`src/inc/elc_defines.vh`:
```
// Constants for the serial EEPROM lock and status controller.
// Assumes a 100 MHz system clock; included by the top-level design file by bare name.
`ifndef ELC_DEFINES_VH
`define ELC_DEFINES_VH
`define ELC_DEV_ARRAY 7'h50
`define ELC_DEV_CSR 7'h52
`define ELC_CSR_ADDR 8'hFF
`define ELC_CSR_RESET 8'h00
`define ELC_BIT_LOCK_HI 4
`define ELC_BIT_LOCK_LO 3
`define ELC_BIT_REG_WRITE_ENABLE_LATCH 2
`define ELC_BIT_WEL 1
`define ELC_CSR_SET_WEL 8'h02
`define ELC_CSR_CLR_WEL 8'h00
`define ELC_CSR_SET_REG_WRITE_ENABLE_LATCH 8'h06
`define ELC_LOCK_Q1_BASE 8'hC0
`define ELC_LOCK_HALF_BASE 8'h80
`define ELC_NV_CYCLE_MS 5
`define ELC_CLK_MHZ 100
`define ELC_NV_CYCLE_CLKS (`ELC_NV_CYCLE_MS * 1000 * `ELC_CLK_MHZ)
`endif

```
`src/hw/elc_mem.v`:
```
// Holds the 256-byte array contents with registered read data.
// Assumes the caller serialises reads and writes on the same clock.
`timescale 1ns/100ps
module elc_mem (
    input wire i_clk,
    input wire i_ce,
    input wire i_we,
    input wire [7:0] i_addr,
    input wire [7:0] i_wdata,
    output reg [7:0] o_rdata
);
    reg [7:0] mem [0:255];

    always @(posedge i_clk) begin
        if (i_ce) begin
            if (i_we) begin
                mem[i_addr] <= i_wdata;
            end
            o_rdata <= mem[i_addr];
        end
    end
endmodule // elc_mem

```
`src/hw/elc_top.v`:
```
// Two-wire slave: sequential array reads, array byte write, control/status register.
// Assumes SCL and SDA are asynchronous pins; SDA is open drain driven via o_sda_oe.
//
// Behaviour
// - Sequential read starts from current-address or random-address read.
// - Each master acknowledge fetches another byte; NACK then STOP ends it.
// - Read address increments per byte and wraps from FFh to 00h.
// - Status register: bits 4,3 lock select, bit 2 reg latch, bit 1 latch.
// - Volatile bits clear at power-up; lock bits kept across power cycles.
// - Clear write enable latch aborts writes and withholds data-byte acknowledge.
// - Writing 02h sets write enable latch; writing 00h clears it.
// - Latch-only writes start no cycle; next operation accepted at once.
// - Other bits need reg latch; reg latch needs write enable latch set.
// - Reg latch clears after register write and on locked-array write attempt.
// - Lock 00 none, 01 C0h-FFh, 10 80h-FFh, 11 everything.
// - Writes to locked addresses are aborted; array unchanged.
// - Any nonzero lock bit refuses wiper writes.
// - Lock bits default to zero as shipped.
// - Write-protect pin high blocks nonvolatile array and wiper writes.
// - Write-protect pin high ignores writes to nonvolatile register bits.
// - Second data byte in register write gets no acknowledge; write aborts.
// - STOP after valid register byte starts timed cycle storing lock bits.
// - Bit 2 set in third write leaves reg latch set, lock bits unchanged.
// - During internal cycle all bus requests ignored, SDA released.
// - Register read via dummy write to FFh; one byte per read.
`timescale 1ns/100ps
`include "elc_defines.vh"
module elc_top #(
    parameter NV_CYCLE_CLKS = `ELC_NV_CYCLE_CLKS
) (
    input wire i_clk,
    input wire i_arst_n,
    input wire i_ce,
    input wire i_scl,
    input wire i_sda,
    input wire i_wp,
    input wire [1:0] i_nv_lock,
    output reg o_sda_oe,
    output wire o_sda_o,
    output wire o_busy,
    output wire [7:0] o_control_status_reg,
    output reg o_pot_write_allowed,
    output wire [1:0] o_nv_lock
);
    localparam S_IDLE = 7'h01;
    localparam S_DEV = 7'h02;
    localparam S_ADDR = 7'h04;
    localparam S_WDATA = 7'h08;
    localparam S_RDATA = 7'h10;
    localparam S_RACK = 7'h20;
    localparam S_IGN = 7'h40;

    reg [2:0] scl_s_q;
    reg [2:0] sda_s_q;
    reg [1:0] wp_s_q;
    reg [6:0] st_q;
    reg [3:0] bit_q;
    reg [7:0] sh_q;
    reg [7:0] tx_q;
    reg is_csr_q;
    reg is_rd_q;
    reg ack_phase_q;
    reg nack_q;
    reg [7:0] addr_q;
    reg [1:0] nbytes_q;
    reg pend_arr_q;
    reg pend_csr_q;
    reg [7:0] pend_data_q;
    reg wel_q;
    reg reg_write_enable_latch_q;
    reg [1:0] lock_q;
    reg lock_ld_q;
    reg [31:0] busy_cnt_q;
    reg mem_we;
    wire [7:0] mem_rdata;

    wire scl = scl_s_q[1];
    wire sda = sda_s_q[1];
    wire scl_rise = scl & ~scl_s_q[2];
    wire scl_fall = ~scl & scl_s_q[2];
    wire start_c = scl & scl_s_q[2] & ~sda & sda_s_q[2];
    wire stop_c = scl & scl_s_q[2] & sda & ~sda_s_q[2];
    wire wp = wp_s_q[1];
    wire busy = (busy_cnt_q != 32'h0);
    wire [7:0] rx_byte = {sh_q[6:0], sda};

    // Locked region check for the current array address.
    wire addr_locked = (lock_q == 2'b11) ||
        (lock_q == 2'b10 && addr_q >= `ELC_LOCK_HALF_BASE) ||
        (lock_q == 2'b01 && addr_q >= `ELC_LOCK_Q1_BASE);

    assign o_busy = busy;
    assign o_sda_o = 1'b0;
    assign o_nv_lock = lock_q;
    assign o_control_status_reg = {3'b000, lock_q, reg_write_enable_latch_q, wel_q, 1'b0};

    always @(posedge i_clk or negedge i_arst_n) begin
        if (!i_arst_n) begin
            scl_s_q <= 3'b111;
            sda_s_q <= 3'b111;
            wp_s_q <= 2'b00;
        end else if (i_ce) begin
            scl_s_q <= {scl_s_q[1:0], i_scl};
            sda_s_q <= {sda_s_q[1:0], i_sda};
            wp_s_q <= {wp_s_q[0], i_wp};
        end
    end

    always @(posedge i_clk or negedge i_arst_n) begin
        if (!i_arst_n) begin
            o_pot_write_allowed <= 1'b0;
        end else if (i_ce) begin
            o_pot_write_allowed <= wel_q & ~wp & (lock_q == 2'b00);
        end
    end

    elc_mem u_mem (
        .i_clk(i_clk),
        .i_ce(i_ce),
        .i_we(mem_we),
        .i_addr(addr_q),
        .i_wdata(pend_data_q),
        .o_rdata(mem_rdata)
    );

    // Only the register's lock bits are nonvolatile; they come from the backing store
    // on i_nv_lock, caught one clock after reset release.
    always @(posedge i_clk or negedge i_arst_n) begin
        if (!i_arst_n) begin
            st_q <= S_IDLE;
            bit_q <= 4'h0;
            sh_q <= 8'h00;
            tx_q <= 8'h00;
            is_csr_q <= 1'b0;
            is_rd_q <= 1'b0;
            ack_phase_q <= 1'b0;
            nack_q <= 1'b0;
            addr_q <= 8'h00;
            nbytes_q <= 2'b00;
            pend_arr_q <= 1'b0;
            pend_csr_q <= 1'b0;
            pend_data_q <= 8'h00;
            wel_q <= 1'b0;
            reg_write_enable_latch_q <= 1'b0;
            lock_q <= 2'b00;
            lock_ld_q <= 1'b1;
            busy_cnt_q <= 32'h0;
            o_sda_oe <= 1'b0;
            mem_we <= 1'b0;
        end else if (i_ce) begin
            mem_we <= 1'b0;
            if (lock_ld_q) begin
                lock_ld_q <= 1'b0;
                lock_q <= i_nv_lock;
            end
            if (busy) begin
                // Bus is deaf and SDA released until the cycle ends.
                busy_cnt_q <= busy_cnt_q - 32'h1;
                o_sda_oe <= 1'b0;
                st_q <= S_IDLE;
                if (busy_cnt_q == 32'h1 && pend_csr_q) begin
                    pend_csr_q <= 1'b0;
                    reg_write_enable_latch_q <= 1'b0;
                end
            end else if (start_c) begin
                st_q <= S_DEV;
                bit_q <= 4'h0;
                ack_phase_q <= 1'b0;
                o_sda_oe <= 1'b0;
                pend_arr_q <= 1'b0;
                pend_csr_q <= 1'b0;
                nbytes_q <= 2'b00;
            end else if (stop_c) begin
                st_q <= S_IDLE;
                o_sda_oe <= 1'b0;
                if (pend_arr_q) begin
                    pend_arr_q <= 1'b0;
                    mem_we <= 1'b1;
                    busy_cnt_q <= NV_CYCLE_CLKS;
                end else if (pend_csr_q) begin
                    if (pend_data_q == `ELC_CSR_SET_WEL) begin
                        wel_q <= 1'b1;
                        pend_csr_q <= 1'b0;
                        if (reg_write_enable_latch_q && !wp) begin
                            lock_q <= 2'b00;
                            busy_cnt_q <= NV_CYCLE_CLKS;
                            pend_csr_q <= 1'b1;
                        end
                    end else if (pend_data_q == `ELC_CSR_CLR_WEL) begin
                        wel_q <= 1'b0;
                        reg_write_enable_latch_q <= 1'b0;
                        pend_csr_q <= 1'b0;
                    end else if (pend_data_q == `ELC_CSR_SET_REG_WRITE_ENABLE_LATCH) begin
                        reg_write_enable_latch_q <= 1'b1;
                        pend_csr_q <= 1'b0;
                    end else if (reg_write_enable_latch_q && pend_data_q[`ELC_BIT_REG_WRITE_ENABLE_LATCH]) begin
                        pend_csr_q <= 1'b0;
                    end else if (reg_write_enable_latch_q && !wp) begin
                        lock_q <= {pend_data_q[`ELC_BIT_LOCK_HI],
                            pend_data_q[`ELC_BIT_LOCK_LO]};
                        busy_cnt_q <= NV_CYCLE_CLKS;
                    end else begin
                        pend_csr_q <= 1'b0;
                    end
                end
            end else if (scl_fall) begin
                if (ack_phase_q) begin
                    ack_phase_q <= 1'b0;
                    o_sda_oe <= 1'b0;
                    if (st_q == S_RDATA) begin
                        tx_q <= is_csr_q ? o_control_status_reg : mem_rdata;
                        o_sda_oe <= is_csr_q ? ~o_control_status_reg[7] : ~mem_rdata[7];
                        addr_q <= is_csr_q ? addr_q : addr_q + 8'h01;
                    end
                end else if (st_q == S_RDATA && bit_q != 4'h0 && bit_q != 4'h8) begin
                    o_sda_oe <= ~tx_q[7 - bit_q[2:0]];
                end else if (st_q == S_RDATA && bit_q == 4'h8) begin
                    o_sda_oe <= 1'b0;
                    st_q <= S_RACK;
                end else if (bit_q == 4'h8) begin
                    bit_q <= 4'h0;
                    ack_phase_q <= 1'b1;
                    o_sda_oe <= ~nack_q;
                    if (nack_q) begin
                        st_q <= S_IGN;
                        ack_phase_q <= 1'b0;
                    end else if (st_q == S_DEV && is_rd_q) begin
                        // Read data starts only once the address acknowledge is out.
                        st_q <= S_RDATA;
                    end
                end
            end else if (scl_rise && !ack_phase_q) begin
                // The acknowledge clock belongs to no byte, so it is not counted.
                case (st_q)
                    S_DEV, S_ADDR, S_WDATA: begin
                        sh_q <= rx_byte;
                        bit_q <= bit_q + 4'h1;
                        if (bit_q == 4'h7) begin
                            nack_q <= 1'b0;
                            if (st_q == S_DEV) begin
                                is_rd_q <= sda;
                                if (rx_byte[7:1] == `ELC_DEV_CSR) begin
                                    is_csr_q <= 1'b1;
                                end else if (rx_byte[7:1] == `ELC_DEV_ARRAY) begin
                                    is_csr_q <= 1'b0;
                                end else begin
                                    nack_q <= 1'b1;
                                end
                                st_q <= sda ? S_DEV : S_ADDR;
                            end else if (st_q == S_ADDR) begin
                                addr_q <= rx_byte;
                                st_q <= S_WDATA;
                                if (is_csr_q && rx_byte != `ELC_CSR_ADDR) begin
                                    nack_q <= 1'b1;
                                end
                            end else begin
                                pend_data_q <= rx_byte;
                                nbytes_q <= nbytes_q | 2'b01;
                                if (!wel_q && !(is_csr_q && rx_byte == `ELC_CSR_SET_WEL)) begin
                                    nack_q <= 1'b1;
                                end else if (is_csr_q && nbytes_q != 2'b00) begin
                                    nack_q <= 1'b1;
                                    pend_csr_q <= 1'b0;
                                end else if (is_csr_q) begin
                                    pend_csr_q <= 1'b1;
                                end else if (wp) begin
                                    nack_q <= 1'b1;
                                end else if (addr_locked) begin
                                    nack_q <= 1'b1;
                                    reg_write_enable_latch_q <= 1'b0;
                                end else begin
                                    pend_arr_q <= 1'b1;
                                end
                            end
                        end
                    end
                    S_RDATA: begin
                        bit_q <= bit_q + 4'h1;
                    end
                    S_RACK: begin
                        // Master ACK fetches the next array byte; NACK, or any register read, waits for STOP.
                        bit_q <= 4'h0;
                        if (!sda && !is_csr_q) begin
                            st_q <= S_RDATA;
                            ack_phase_q <= 1'b1;
                        end else begin
                            st_q <= S_IGN;
                        end
                    end
                    S_IGN, S_IDLE: begin
                        bit_q <= 4'h0;
                    end
                    default: begin
                        st_q <= S_IDLE;
                    end
                endcase
            end
        end
    end
endmodule // elc_top

```
`config.mk`:
```
export PLATFORM = sky130hd
export DESIGN_NAME = elc_top
export DESIGN_NICKNAME = d
export VERILOG_FILES = /design/src/hw/elc_mem.v /design/src/hw/elc_top.v
export VERILOG_INCLUDE_DIRS = /design/src /design/src/inc
export SDC_FILE = /design/constraint.sdc
export NUM_CORES = 2
export LEC_CHECK = 0
export BUFFER_PORTS_ARGS = -buffer_cell sky130_fd_sc_hd__buf_2
export CORE_MARGIN = 4
export CORE_UTILIZATION = 42
export CTS_CLUSTER_SIZE = 12
export DETAILED_ROUTE_END_ITERATION = 8
export PLACE_DENSITY_LB_ADDON = 0.08
export SYNTH_ARGS = -nofsm -noshare
export SYNTH_HDL_FRONTEND = slang
export SYNTH_SLANG_ARGS = --single-unit
```
`constraint.sdc`:
```
create_clock -name i_clk -period 7.9 [get_ports i_clk]
set_clock_uncertainty 0.2 [all_clocks]
set_input_delay 0.79 -clock i_clk [delete_from_list [all_inputs] [get_ports i_clk]]
set_output_delay 0.79 -clock i_clk [all_outputs]
set_load 0.01 [all_outputs]
```
==> results.cfg <==
[status]
status = finished, violations left
violations = capacitance limit, slew limit

[cts]
insertion_delay_ns = 0.85
clk_path_buf_depth = 3
h-tree-depth = 4
root_buffer = clkbuf_16
tritoncts = yes
cts_setup_buffers = 0
cts_buffers = 222
clk_pin_slew_worst_paths_ns = 0.06
clock-sinks = 2153

[drt]
wl_um = 231800
antenna_left = 0
drt_iter0_drc = 4412
via_count = 42200
drcViolationCount = 0
vias_per_cell = 5.951
wire_per_inst_um = 32.69
first_pass_iters = 5

[yosys]
synth_top_flop_cell = edfxtp_1
synth.top_cells.by_area = edfxtp_1 73%, mux4_2 14%, dfrtp_1 2.6%
synth_seq_cells = 2153
yosys.area.top_type = edfxtp_1
avgSynthCellArea_um2 = 20.20
yosysSeqAreaShare = 0.7578
synthTopCellsByCount = 2,056 x edfxtp_1, 524 x mux4_2, 323 x nor2_1, 173 x a22oi_1, 164 x clkbuf_1
synth_edf_count = 2056
yosys_warnings = 0
ys_types = 78
syn_area_um2 = 84680
synth.most_common_cell = edfxtp_1
yosysTopAreaCellShare = 0.7291
netlist_instances = 4193
synthArstFlopShare = 0.04505

[worst_setup_path]
reg2reg_depth = 8
critPathKind = reg2reg
r2r_start = addr_q[1]$_DFFE_PN0P_
startpoint_type = flip-flop
end_kind = flip-flop
startpoint = addr_q[1]$_DFFE_PN0P_
crit_path_max_fanout = 52
r2r_end = u_mem.o_rdata[5]$_DFFE_PP_
timing.reg2reg.setup_slack_ns = 2.61
critPathRequiredTime_ns = 8.28
worstPathArrival_ns = 5.67

[floorplanning]
die_w_um = 457.0
die-area_um2 = 208900
num_rows = 164
core_um2 = 200100
io-pin-count = 22
initial_core_util = 0.4233
die_y_um = 457.0

[sta]
finalCritPeriodShare = 0.6701
rsz0062_at_grt = no
min_period_ns = 5.294
max_freq_mhz = 188.9
fin_setup_tns_ns = 0
maxSlewHeadroom = -0.003930
finalHoldViolCount = 0
maxSlewViolCount = 1
setup_violations = 0
worst_slew_pin_slew_ns = 1.492

[min_path]
holdCritPathClass = in2reg
hp-start = i_nv_lock[1]
hold_path_depth = 5
hold_end = o_nv_lock[1]$_DFFE_PN0P_

[flow_run]
max-cap-violations = 1

[global_route]
grt_pass1_wl_um = 329100
grt_overflow = 0
antenna_found_initial = 16
grt_max_degree = 201
grtUsageTotal = 0.2205
grt_pass1_vias = 42920

[power]
peakVddDrop_uv = 228.0
p_leak_uw = 0.03290
p_per_area_nw_per_um2 = 269.6

[finish]
final_nets = 4272
fill_cells = 16540
post-route-util = 0.4732
area_delta_synth_final_pct = 11.80
drive_above_1_share = 0.2332

[place]
gp_congestion = 0.7778
portBuffers = 16
hpwlAfterDp_um = 137900
critical path: stages (launching register included):
cell     delay, ns
dfrtp_4       1.01
buf_12        0.39
buf_4         0.38
mux4_2        0.38
mux2i_1       0.21
nor3_1        0.17
nor4_1        1.17
nand4_1       0.37
or4_1         0.57
layer usage:
layer / vias up / wire length (µm) / GRT usage
met5: - / 233 / 0.008037
met4: 6 / 5298 / 0.05819
met3: 268 / 17730 / 0.05784
met2: 1501 / 109400 / 0.3429
met1: 22910 / 99130 / 0.3104
li1: 17510 / - / -
what timing repair did:
action,4_1_cts,5_1_grt
gates resized for setup,0,0
hold buffers,4,0
hold endpoints to repair,41,0
where the power goes:
| part | switching, µW | total (µW) | internal (µW) |
|---|---|---|---|
| Sequential | 197 | 12600 | 12400 |
| Combinational | 1860 | 3100 | 1240 |
| Clock | 4350 | 9860 | 5520 |
| Total | 6400 | 25500 | 19100 |
worst max-delay path by stage:
stage                                             to  depth (start not counted)  slack, ns
after CTS                 u_mem.o_rdata[7]$_DFFE_PP_                          8       2.63
final                     u_mem.o_rdata[5]$_DFFE_PP_                          8       2.61
after detailed placement  u_mem.o_rdata[7]$_DFFE_PP_                          8       2.67
after global routing      u_mem.o_rdata[0]$_DFFE_PP_                          8       2.47
after floorplan           busy_cnt_q[10]$_DFFE_PN0P_                          7       2.45
after global placement    u_mem.o_rdata[3]$_DFFE_PP_                          8       2.21
flip-flops by register name, summed over array words and instances, names as in the netlist, 2 cells and up:
| name | flops |
|---|---|
| st_q | 7 |
| u_mem.mem | 2048 |
| busy_cnt_q | 32 |
| u_mem.o_rdata | 8 |
| addr_q | 8 |
| sh_q | 7 |
| tx_q | 8 |
| o_nv_lock | 2 |
| pend_data_q | 8 |
| scl_s_q | 3 |
| wp_s_q | 2 |
| bit_q | 4 |
| sda_s_q | 3 |
layout by cell type (no fill, tap or decap), types with 23 or more instances in the layout:
| cell | netlist | routed |
|---|---|---|
| a21oi_1 | 109 | 109 |
| a22oi_1 | 173 | 173 |
| buf_4 | 20 | 87 |
| clkbuf_1 | 164 | 65 |
| clkbuf_16 | 0 | 224 |
| clkinv_1 | 0 | 52 |
| clkinv_2 | 0 | 29 |
| dfrtp_1 | 89 | 76 |
| edfxtp_1 | 2056 | 2056 |
| mux2_2 | 43 | 43 |
| mux2i_1 | 74 | 74 |
| mux4_2 | 524 | 524 |
| nand2_1 | 76 | 76 |
| nand3_1 | 39 | 23 |
| nor2_1 | 323 | 322 |
| nor3_1 | 38 | 38 |
| nor4_1 | 37 | 27 |
| o21ai_0 | 50 | 50 |
stage by stage:
step	area [µm²]	total power [µW]	std cells	setup WS [ns]	hold WS [ns]
after floorplan	84700	15110	4197	2.449	0.2446
after global placement	87870	15990	6679	2.212	0.2626
after detailed placement	87930	15980	6684	2.668	0.2732
after CTS	94660	25820	7082	2.628	0.1218
after global routing	94660	26490	7084	2.466	0.2229
final	94680	25530	7090	2.606	0.2030
logic make-up (layout without fill, tap and decap cells):
logic type / count (synthesis) / count (layout) / synth area share
other: 1 / 13 / 0.00004428
DFF: 2153 / 2153 / 0.7578
and+or+nand+nor: 649 / 649 / 0.03664
xor gates and xnor gates: 11 / 11 / 0.001138
buffers and inverters: 298 / 527 / 0.01547
AOI/OAI and AO/OA: 432 / 432 / 0.03385
muxes: 641 / 641 / 0.1538
adders and majority gates: 8 / 8 / 0.001182
area by class of cell:
cell class / instances / area [µm²] / share of cell area
flip-flops and latches: 2153 / 64220 / 0.6783
multi-input cells: 1746 / 19410 / 0.2050
clock buffers: 290 / 5863 / 0.06193
well taps: 2656 / 3323 / 0.03510
repair buffers: 117 / 958.4 / 0.01012
clock inverters: 104 / 823.3 / 0.008696
inverters: 16 / 60.06 / 0.0006343
diodes: 8 / 20.02 / 0.0002114
No activity file was read; power rests on OpenSTA's default activity.
